[config.mk]
export PLATFORM = sky130hd
export DESIGN_NAME = gpio_ports
export DESIGN_NICKNAME = d
export VERILOG_FILES = /design/src/core/gpio_pkg.sv /design/src/core/gpio_pin_sync.sv /design/src/core/gpio_ports.sv
export SDC_FILE = /design/constraint.sdc
export NUM_CORES = 1
export LEC_CHECK = 0
export BUFFER_PORTS_ARGS = -buffer_cell sky130_fd_sc_hd__buf_2
export CORE_UTILIZATION = 55
export CTS_BUF_LIST = sky130_fd_sc_hd__clkbuf_4 sky130_fd_sc_hd__clkbuf_8
export CTS_CLUSTER_DIAMETER = 200
export DETAILED_ROUTE_END_ITERATION = 10
export HOLD_SLACK_MARGIN = 0.05
export PLACE_DENSITY = 0.81
export RECOVER_POWER = 50
export SETUP_SLACK_MARGIN = 0.05
export SYNTH_ARGS = -nofsm -noshare
export SYNTH_HDL_FRONTEND = slang
export SYNTH_SLANG_ARGS = --single-unit
[constraint.sdc]
create_clock -name clk_i -period 2.82 [get_ports clk_i]
set_input_delay 0.282 -clock clk_i [delete_from_list [all_inputs] [get_ports clk_i]]
set_output_delay 0.282 -clock clk_i [all_outputs]
set_load 0.005 [all_outputs]
[src/core/gpio_pkg.sv]
// package: port geometry, subregister selects, reset values, alternate pin map
package gpio_pkg;
  localparam int PORT_COUNT = 8;
  localparam int PORT_W     = 8;
  localparam int PORT_H_W   = 4;
  localparam int PORT_A     = 0;
  localparam int PORT_C     = 2;
  localparam int PORT_D     = 3;
  localparam int PORT_H     = 7;
  localparam int ALT_LAST   = 3;
  localparam int EDGE_FIRST = 0;
  localparam int EDGE_COUNT = 8;
  localparam int BOTH_FIRST = 8;
  localparam int BOTH_COUNT = 8;

  localparam logic [7:0] SEL_NONE  = 8'h00;
  localparam logic [7:0] SEL_DIR   = 8'h01;
  localparam logic [7:0] SEL_ALT   = 8'h02;
  localparam logic [7:0] SEL_ODRN  = 8'h03;
  localparam logic [7:0] SEL_HDRV  = 8'h04;
  localparam logic [7:0] SEL_STOPR = 8'h05;

  localparam logic [7:0] RST_SEL  = 8'h00;
  localparam logic [7:0] RST_DIR  = 8'hff;
  localparam logic [7:0] RST_ZERO = 8'h00;

  localparam int BIT_I2C_CLK = 6;
  localparam int BIT_I2C_DAT = 7;
  localparam int BIT_PD_NONE = 2;

  typedef enum logic [5:0] {
    SUB_NONE  = 6'b000001,
    SUB_DIR   = 6'b000010,
    SUB_ALT   = 6'b000100,
    SUB_ODRN  = 6'b001000,
    SUB_HDRV  = 6'b010000,
    SUB_STOPR = 6'b100000
  } subreg_t;
endpackage

[src/core/gpio_pin_sync.sv]
// two-flop input synchroniser with edge detection for one port
`timescale 1ns/1ps
module gpio_pin_sync (
  input  wire logic       clk_i,
  input  wire logic       srst_i,
  input  wire logic [7:0] pin_i,
  output logic      [7:0] level_o,
  output logic      [7:0] rise_o,
  output logic      [7:0] fall_o
);
  logic [7:0] meta_ff;
  logic [7:0] sync_ff;
  logic [7:0] prev_ff;

  // meta_ff is read only by sync_ff; reset loads the pin level into the whole chain
  // so that a pulled-up pin raises no false edge once reset lets go
  always_ff @(posedge clk_i) begin
    if (srst_i) begin
      meta_ff <= pin_i;
      sync_ff <= pin_i;
      prev_ff <= pin_i;
    end else begin
      meta_ff <= pin_i;
      sync_ff <= meta_ff;
      prev_ff <= sync_ff;
    end
  end

  assign level_o = sync_ff;
  assign rise_o  = sync_ff & ~prev_ff;
  assign fall_o  = ~sync_ff & prev_ff;
endmodule

[src/core/gpio_ports.sv]
// gpio ports a-h with subregister control, alternate mux and pin edge events
// Summary of operation
// seven 8-bit ports plus 4-bit port h
// per-pin direction, open-drain, drive, alternate select
// each pin configured independently
// alternate setting picks gpio or peripheral
// peripheral owns direction in alternate mode
// i2c pins a6/a7 forced open-drain
// port a alternate: timer0, serial0
// port c alternate: timer1, spi, timer2
// port d alternate: timer3, serial1, watchdog osc
// some pins interrupt on selected edge
// other pins interrupt on both edges
// direction 0 drives out, 1 tri-states
// select 01h-05h reach subregisters, others nothing
// pin inputs synchronised before use
`timescale 1ns/1ps
module gpio_ports (
  input  wire logic                clk_i,
  input  wire logic                srst_i,
  input  wire logic [7:0]          port_sel_i,
  input  wire logic                sel_we_i,
  input  wire logic [7:0]          sel_wdata_i,
  output logic      [7:0]          sel_rdata_o,
  input  wire logic                ctl_we_i,
  input  wire logic [7:0]          ctl_wdata_i,
  output logic      [7:0]          ctl_rdata_o,
  input  wire logic                out_we_i,
  input  wire logic [7:0]          out_wdata_i,
  output logic      [7:0]          out_rdata_o,
  output logic      [7:0]          in_rdata_o,
  input  wire logic [63:0]         pin_in_i,
  output logic      [63:0]         pin_out_o,
  output logic      [63:0]         pin_oe_o,
  output logic      [63:0]         pin_high_drive_o,
  output logic      [63:0]         stop_recover_en_o,
  input  wire logic [7:0]          edge_rise_sel_i,
  output logic      [15:0]         pin_irq_o,
  input  wire logic [63:0]         periph_out_i,
  input  wire logic [63:0]         periph_oe_i,
  output logic      [63:0]         periph_in_o,
  output logic      [7:0]          timer_in_alt_o,
  input  wire logic                timer0_out_alt_i,
  input  wire logic                timer1_out_alt_i,
  input  wire logic                timer2_out_alt_i,
  input  wire logic                timer3_out_alt_i
);
  logic [7:0] sel_ff  [gpio_pkg::PORT_COUNT];
  logic [7:0] dir_ff  [gpio_pkg::PORT_COUNT];
  logic [7:0] alt_ff  [gpio_pkg::PORT_COUNT];
  logic [7:0] odrn_ff [gpio_pkg::PORT_COUNT];
  logic [7:0] hdrv_ff [gpio_pkg::PORT_COUNT];
  logic [7:0] stopr_ff[gpio_pkg::PORT_COUNT];
  logic [7:0] out_ff  [gpio_pkg::PORT_COUNT];
  logic [7:0] in_ff   [gpio_pkg::PORT_COUNT];
  logic [7:0] sync_lvl[gpio_pkg::PORT_COUNT];
  logic [7:0] sync_r  [gpio_pkg::PORT_COUNT];
  logic [7:0] sync_f  [gpio_pkg::PORT_COUNT];
  logic [7:0] irq_ff  [2];
  logic [63:0] pout_ff;
  logic [63:0] poe_ff;
  logic [2:0]  pidx;

  // decode of the subregister select; used for both writes and reads
  function automatic gpio_pkg::subreg_t decode_sel(input logic [7:0] s);
    case (s)
      gpio_pkg::SEL_DIR:   decode_sel = gpio_pkg::SUB_DIR;
      gpio_pkg::SEL_ALT:   decode_sel = gpio_pkg::SUB_ALT;
      gpio_pkg::SEL_ODRN:  decode_sel = gpio_pkg::SUB_ODRN;
      gpio_pkg::SEL_HDRV:  decode_sel = gpio_pkg::SUB_HDRV;
      gpio_pkg::SEL_STOPR: decode_sel = gpio_pkg::SUB_STOPR;
      default:             decode_sel = gpio_pkg::SUB_NONE;
    endcase
  endfunction

  // port h has only four pins; upper bits are held at zero
  function automatic logic [7:0] port_mask(input int p);
    port_mask = (p == gpio_pkg::PORT_H) ? 8'h0f : 8'hff;
  endfunction

  assign pidx = port_sel_i[2:0];

  genvar g;
  generate
    for (g = 0; g < gpio_pkg::PORT_COUNT; g++) begin : g_port
      gpio_pin_sync u_sync (
        .clk_i   (clk_i),
        .srst_i  (srst_i),
        .pin_i   (pin_in_i[g*8 +: 8]),
        .level_o (sync_lvl[g]),
        .rise_o  (sync_r[g]),
        .fall_o  (sync_f[g])
      );

      always_ff @(posedge clk_i) begin
        if (srst_i) begin
          sel_ff[g] <= gpio_pkg::RST_SEL;
        end else if (sel_we_i && pidx == 3'(g)) begin
          sel_ff[g] <= sel_wdata_i;
        end
      end

      // whole-byte writes, but each bit steers only its own pin
      always_ff @(posedge clk_i) begin
        if (srst_i) begin
          dir_ff[g]   <= gpio_pkg::RST_DIR & port_mask(g);
          alt_ff[g]   <= gpio_pkg::RST_ZERO;
          odrn_ff[g]  <= gpio_pkg::RST_ZERO;
          hdrv_ff[g]  <= gpio_pkg::RST_ZERO;
          stopr_ff[g] <= gpio_pkg::RST_ZERO;
        end else if (ctl_we_i && pidx == 3'(g)) begin
          case (decode_sel(sel_ff[g]))
            gpio_pkg::SUB_DIR:   dir_ff[g]   <= ctl_wdata_i & port_mask(g);
            gpio_pkg::SUB_ALT:   alt_ff[g]   <= ctl_wdata_i & port_mask(g);
            gpio_pkg::SUB_ODRN:  odrn_ff[g]  <= ctl_wdata_i & port_mask(g);
            gpio_pkg::SUB_HDRV:  hdrv_ff[g]  <= ctl_wdata_i & port_mask(g);
            gpio_pkg::SUB_STOPR: stopr_ff[g] <= ctl_wdata_i & port_mask(g);
            default:             ;
          endcase
        end
      end

      always_ff @(posedge clk_i) begin
        if (srst_i) begin
          out_ff[g] <= gpio_pkg::RST_ZERO;
        end else if (out_we_i && pidx == 3'(g)) begin
          out_ff[g] <= out_wdata_i & port_mask(g);
        end
      end

      // input register samples pins set as inputs or switched to alternate
      always_ff @(posedge clk_i) begin
        if (srst_i) begin
          in_ff[g] <= gpio_pkg::RST_ZERO;
        end else begin
          in_ff[g] <= ((sync_lvl[g] & (dir_ff[g] | alt_ff[g])) |
                       (in_ff[g] & ~(dir_ff[g] | alt_ff[g]))) & port_mask(g);
        end
      end

      for (genvar b = 0; b < 8; b++) begin : g_pin
        logic gp_oe;
        logic gp_dat;
        logic od;
        logic i2c;
        always_comb begin
          i2c = (g == gpio_pkg::PORT_A) &&
                (b == gpio_pkg::BIT_I2C_CLK || b == gpio_pkg::BIT_I2C_DAT);
          if (alt_ff[g][b]) begin
            gp_oe  = periph_oe_i[g*8+b];
            gp_dat = periph_out_i[g*8+b];
            if (g == gpio_pkg::PORT_A && b == 1) gp_dat = timer0_out_alt_i;
            if (g == gpio_pkg::PORT_C && b == 1) gp_dat = timer1_out_alt_i;
            if (g == gpio_pkg::PORT_C && b == 7) gp_dat = timer2_out_alt_i;
            if (g == gpio_pkg::PORT_D && b == 1) gp_dat = timer3_out_alt_i;
            if (g == gpio_pkg::PORT_D && b == gpio_pkg::BIT_PD_NONE) gp_oe = 1'b0;
          end else begin
            gp_oe  = ~dir_ff[g][b];
            gp_dat = out_ff[g][b];
          end
          od = odrn_ff[g][b] | (i2c & alt_ff[g][b]);
          if (g == gpio_pkg::PORT_H && b >= gpio_pkg::PORT_H_W) gp_oe = 1'b0;
        end

        // open-drain only ever pulls low
        always_ff @(posedge clk_i) begin
          if (srst_i) begin
            pout_ff[g*8+b] <= 1'b0;
            poe_ff[g*8+b]  <= 1'b0;
          end else begin
            pout_ff[g*8+b] <= od ? 1'b0 : gp_dat;
            poe_ff[g*8+b]  <= gp_oe & ~(od & gp_dat);
          end
        end
        assign periph_in_o[g*8+b] = sync_lvl[g][b] & alt_ff[g][b];
      end
      assign pin_high_drive_o[g*8 +: 8]  = hdrv_ff[g];
      assign stop_recover_en_o[g*8 +: 8] = stopr_ff[g];
    end
  endgenerate

  assign pin_out_o = pout_ff;
  assign pin_oe_o  = poe_ff;

  // timer inputs: a0, c0, c6, d0 (pairs of in/out slots)
  assign timer_in_alt_o = {1'b0, periph_in_o[3*8+0], 1'b0, periph_in_o[2*8+6],
                           1'b0, periph_in_o[2*8+0], 1'b0, periph_in_o[0]};

  // events: port a pins selectable edge, port c pins any edge
  always_ff @(posedge clk_i) begin
    if (srst_i) begin
      irq_ff[0] <= 8'h00;
      irq_ff[1] <= 8'h00;
    end else begin
      irq_ff[0] <= (edge_rise_sel_i & sync_r[gpio_pkg::PORT_A]) |
                   (~edge_rise_sel_i & sync_f[gpio_pkg::PORT_A]);
      irq_ff[1] <= sync_r[gpio_pkg::PORT_C] | sync_f[gpio_pkg::PORT_C];
    end
  end
  assign pin_irq_o = {irq_ff[1], irq_ff[0]};

  always_comb begin
    sel_rdata_o = sel_ff[pidx];
    out_rdata_o = out_ff[pidx];
    in_rdata_o  = in_ff[pidx];
    case (decode_sel(sel_ff[pidx]))
      gpio_pkg::SUB_DIR:   ctl_rdata_o = dir_ff[pidx];
      gpio_pkg::SUB_ALT:   ctl_rdata_o = alt_ff[pidx];
      gpio_pkg::SUB_ODRN:  ctl_rdata_o = odrn_ff[pidx];
      gpio_pkg::SUB_HDRV:  ctl_rdata_o = hdrv_ff[pidx];
      gpio_pkg::SUB_STOPR: ctl_rdata_o = stopr_ff[pidx];
      default:             ctl_rdata_o = 8'h00;
    endcase
  end
endmodule

* After elaboration in Yosys (flattened, before gate mapping)
Memories as Yosys holds them, arrays and structs flattened.
Index checks and enable logic that the tools add are counted.
** Operators by class
- Eq/ne operators :: 97
- Mux-type cells :: 437
- Bitwise operators :: 425
- Reductions and logical operators :: 89
** Operators by type and width (count)
- $mux 8 :: 76
- $mux 1 :: 335
- $pmux 6 s5 :: 9
- $and 1x1->1 :: 184
- $and 8x8->8 :: 20
- $eq 8x2->1 const B :: 18
- $eq 8x3->1 const B :: 18
- $or 8x8->8 :: 16
- $reduce_or 2->1 :: 64
- $not 1->1 :: 120
- $mux 6 :: 16
- $not 8->8 :: 12
- $eq 8x1->1 const B :: 9
- $or 1x1->1 :: 68
- $eq 6x2->1 const B :: 9
- $eq 6x3->1 const B :: 9
- $eq 6x4->1 const B :: 9
- $eq 6x5->1 const B :: 9
- $eq 6x6->1 const B :: 9
- $pmux 8 s5 :: 1
- $logic_and 1x1->1 :: 24
- $eq 3x3->1 const B :: 4
- $and 4x4->4 :: 2
- $or 4x4->4 :: 2
- 4 further kinds :: 5
** Storage, ports and cells
- Register bits :: 268
- RAM bits :: 528
- Input bits :: 241
- Output and inout bits :: 376
- Logic and storage cells :: 1199
- Memories :: 9
** Memories
- alt_ff :: depth 8, width 8, read ports 9, clocked after Yosys merged registers in 0, wr ports 8, line gpio_ports.sv:50 : logic [7:0] alt_ff [gpio_pkg::PORT_COUNT];
- dir_ff :: depth 8, width 8, read ports 9, clocked after Yosys merged registers in 0, wr ports 8, line gpio_ports.sv:49 : logic [7:0] dir_ff [gpio_pkg::PORT_COUNT];
- hdrv_ff :: depth 8, width 8, read ports 9, clocked after Yosys merged registers in 0, wr ports 8, line gpio_ports.sv:52 : logic [7:0] hdrv_ff [gpio_pkg::PORT_COUNT];
- in_ff :: depth 8, width 8, read ports 9, clocked after Yosys merged registers in 0, wr ports 8, line gpio_ports.sv:55 : logic [7:0] in_ff [gpio_pkg::PORT_COUNT];
- odrn_ff :: depth 8, width 8, read ports 9, clocked after Yosys merged registers in 0, wr ports 8, line gpio_ports.sv:51 : logic [7:0] odrn_ff [gpio_pkg::PORT_COUNT];
- out_ff :: depth 8, width 8, read ports 9, clocked after Yosys merged registers in 0, wr ports 8, line gpio_ports.sv:54 : logic [7:0] out_ff [gpio_pkg::PORT_COUNT];
- 3 more memories

* Logic depth before layout (Yosys ltp)
An unclocked memory read counts as a cell.
- Depth in word-level cells :: 11
- Gate-level depth with buffers :: 11
- Depth with buffers taken out :: 8

* Cells and area by module
A second synthesis with hierarchy kept.
** Unflattened totals
- Cells, all modules :: 2826
- Area total of the unflattened synthesis :: 35170.0 µm²
** By module, submodules not included
- gpio_ports :: instances 1, cells each 2362, area each 28533.6 µm², seq. area each 16656.0 µm²
- gpio_pin_sync :: instances 8, cells each 58, area each 829.5 µm², seq. area each 480.5 µm²

* Worst setup path after synthesis
OpenSTA, ideal clock, no wires.
- Path type :: input port to flip-flop
- Start :: input port_sel_i[0]
- End :: memory dir_ff[3][0] (enable)
- Setup time :: 0.398 ns
- Data arrival time :: 2.195 ns
- Required time :: 2.422 ns
- Path slack :: 0.227 ns
- Stages on the path :: 6
- Buffers on the path :: 3
- Cells stage by stage :: buf_6 buf_6 buf_2 and3b_1 nand4b_2 o41ai_1
** RTL lines
- start, declared :: line gpio_ports.sv:21 : input wire logic [7:0] port_sel_i,
- end, declared :: line gpio_ports.sv:49

==> flow_summary.json <==
{
  "seqPwrFrac": 0.495,
  "synth.cell_area_sq_um": 32300,
  "clock_sinks": 756,
  "ys_seq_area_frac": 0.601,
  "antenna_left": 0,
  "combPwrFrac": 0.106,
  "route.detailed.drc": 0,
  "slew_headroom": -0.193,
  "fmax_mhz": 299,
  "path_cells": "mux4_2 > mux2i_4 > o311ai_4 > nor4_4 > buf_6 > o211ai_1 > o211ai_1 > buf_4 > buf_6",
  "initial_core_util": 0.558,
  "violations": "max-capacitance violations, max-slew violations, negative setup slack",
  "gr-total-overflow": 0,
  "hold_path_class": "input pin to flip-flop",
  "syn_inst": 2656,
  "via_per_inst": 5.97,
  "p_sw_frac": 0.252,
  "holdWs_ns": 0.174,
  "portBuffers": 570,
  "clock_skew_ns": 0.0515,
  "cts_root_buf": "clkbuf_8",
  "power_switching_w": 0.00640,
  "synth_edf_count": 424,
  "die_y_um": 244,
  "arrival_ns": 3.07,
  "nets": 3915,
  "cellInternalPower_w": 0.0190,
  "final_cell_area_sq_um": 42200,
  "fin_ws_ns": -0.528,
  "antenna_found_initial": 8,
  "ir_drop_uv": 445,
  "fin_crit_ns": 3.35,
  "timing.final.setup_violations": 661,
  "drt_pass1_iterations": 7,
  "synth_cell_types": 65,
  "setup-tns-final_ns": -86.88,
  "worst_pin_slew_ns": 1.79,
  "routed-via-count": 27100,
  "cts_buffer_depth": 3,
  "final_cells": 4544,
  "area_growth_pct": 30.7,
  "hpwl_um": 86800,
  "ioPinCount": 617,
  "place_congestion": 0.976,
  "cts.clk_slew.worst_paths_ns": 0.07,
  "grt_pass1_wl_um": 175000,
  "period_share": 1.19,
  "synth_seq_cells": 756,
  "dieArea_sq_um": 59600,
  "p_per_area_nw_per_um2": 603,
  "yosysWarnings": 0,
  "status": "finished, violations left",
  "start_kind": "flip-flop",
  "synth_ff_type": "edfxtp_1",
  "cts_tree": "done",
  "wire_per_inst_um": 27.0,
  "grt_max_degree": 184,
  "drt_iter0_markers": 3156,
  "cp.required_ns": 2.54,
  "critPathTopFamily": "multiplexers",
  "crit_buf_inv": 3,
  "routed_wirelength_um": 123000,
  "row_count": 88,
  "insertion_delay_ns": 0.75,
  "cts-buffers-inserted": 117,
  "core-area_sq_um": 57800,
  "dp_cells": 4046,
  "clock_tree.htree_level_count": 3,
  "path_class": "flip-flop to output port",
  "drive_gt1_frac": 0.265,
  "grtUsageTotal": 0.405,
  "power.leakage_nw": 17.1,
  "rsz0062_at_grt": "true",
  "placed_area_sq_um": 37000,
  "critPathSlowestCell": "mux4_2",
  "grt_pass1_vias": 27400,
  "drv_cap": 3,
  "crit_path_end_kind": "output port",
  "hold_viol_final": 0,
  "slew_violations": 36,
  "synth_area_per_cell_sq_um": 12.1,
  "power.total_w": 0.0254,
  "path_max_fanout": 5,
  "synthArstFlopShare": 0,
  "cpPeakStageDelay_ns": 0.54,
  "fp.dieW_um": 244,
  "power.share.clock": 0.399
}
[cells in the final DEF, fill, tap and decap left out, types with 14 or more instances in the layout]
cell	count
mux4_2	96
inv_1	45
dlygate4sd3_1	256
nand2_1	195
edfxtp_1	424
o21ai_1	18
nand2b_1	63
dfxtp_1	332
clkbuf_4	49
mux2_2	54
buf_4	179
mux2i_1	87
clkbuf_1	200
buf_2	361
nor3_1	126
clkinv_2	14
mux2_1	14
and2_1	424
o21ai_0	125
clkbuf_8	139
conb_1	24
a21oi_1	146
nor2b_1	59
nor2_1	143
[path summary, 6_finish.rpt]
kind                                    endpoint                                start  cells after the start  slack, ns
max                               ctl_rdata_o[4]           sel_ff[3][7]$_SDFFCE_PN0P_                      9      -0.53
min          g_port[7].u_sync.meta_ff[3]$_DFF_P_                         pin_in_i[59]                      2       0.17
max reg2reg         stopr_ff[0][4]$_SDFFCE_PN0P_           sel_ff[0][7]$_SDFFCE_PN0P_                      7       0.21
min reg2reg  g_port[0].u_sync.level_o[3]$_DFF_P_  g_port[0].u_sync.meta_ff[3]$_DFF_P_                      2       0.44
[registers in the layout, summed over array words and instances (netlist names), named ones only]
signal,cells
g_port.u_sync.prev_ff,16
pin_out_o,60
sel_ff,64
g_port.u_sync.meta_ff,60
stopr_ff,60
alt_ff,60
hdrv_ff,60
dir_ff,60
g_port.u_sync.level_o,60
out_ff,60
irq_ff,16
odrn_ff,60
pin_oe_o,60
[synthesized netlist by cell type (7+ instances only)]
library cell	instances	area [sq um]
o21ai_1	16	80.1
o211ai_1	7	52.6
and2_1	425	2660
mux4_2	92	2070
inv_1	46	173
a21oi_1	147	736
clkbuf_1	76	285
nand2_1	195	732
nor3_2	11	110
nand2b_1	64	400
o21ai_0	127	636
dfxtp_1	332	6650
a221oi_1	8	70.1
nor3_1	126	631
edfxtp_1	424	12700
mux2i_1	88	881
buf_6	7	78.8
o2111ai_1	8	70.1
mux2_2	55	619
nor4_1	10	62.6
xnor2_1	8	70.1
nor2_1	144	541
mux2_1	13	146
o41ai_1	8	70.1
nand3_1	19	95.1
nor2b_1	60	375
buf_2	20	100
buf_4	38	285
[kinds of logic after synthesis]
family	count (synthesis)	synth area share
xor gates and xnor gates	8	0.00217
DFF	756	0.601
and+or+nand+nor	1100	0.188
muxes	256	0.121
AOI/OAI and AO/OA	338	0.0585
other	1	0.000116
buffers and inverters	197	0.0297
[layer usage]
layer  global-route usage  up-vias  wire length [um]  share of wire
li1                     -    11500                 -              -
met1                0.489    13100             42300           0.34
met2                0.658     2042             57600           0.47
met3               0.0930      501             13700           0.11
met4                0.252        2              9020          0.074
met5                    0        -                11       0.000090
[stage by stage]
step                      worst slack [ns]   util
after floorplan                      0.227      -
after global placement             -0.0189  0.640
after detailed placement           -0.0382  0.640
after CTS                           -0.500  0.732
after global routing                -0.617  0.730
final                               -0.528  0.730
[power by group through the flow]
stage	Sequential (W)	Clock, W	Combinational, W
floorplan	0.0126	0	0.00118
global placement	0.0128	0	0.00224
detailed placement	0.0128	0	0.00229
CTS	0.0125	0.0101	0.00260
global route	0.0126	0.0106	0.00282
finish	0.0126	0.0101	0.00270
[repair_timing]
item	CTS	global route
endpoints found under the setup margin	9	20
pin swaps	6	6
hold buffers	256	0
buffers inserted	14	4
gates resized for setup	20	19
endpoints found under the hold margin	390	0
[area by class of cell]
class	count	area, sq um
multi-input combinational	1726	12200
inverter	50	188
tap	765	957
timing repair buffer	1023	6840
clock inverter	34	347
sequential	756	19400
fill	3797	15600
clock buffer	186	2270
antenna	4	10.0
No activity file was read; power rests on OpenSTA's default activity.
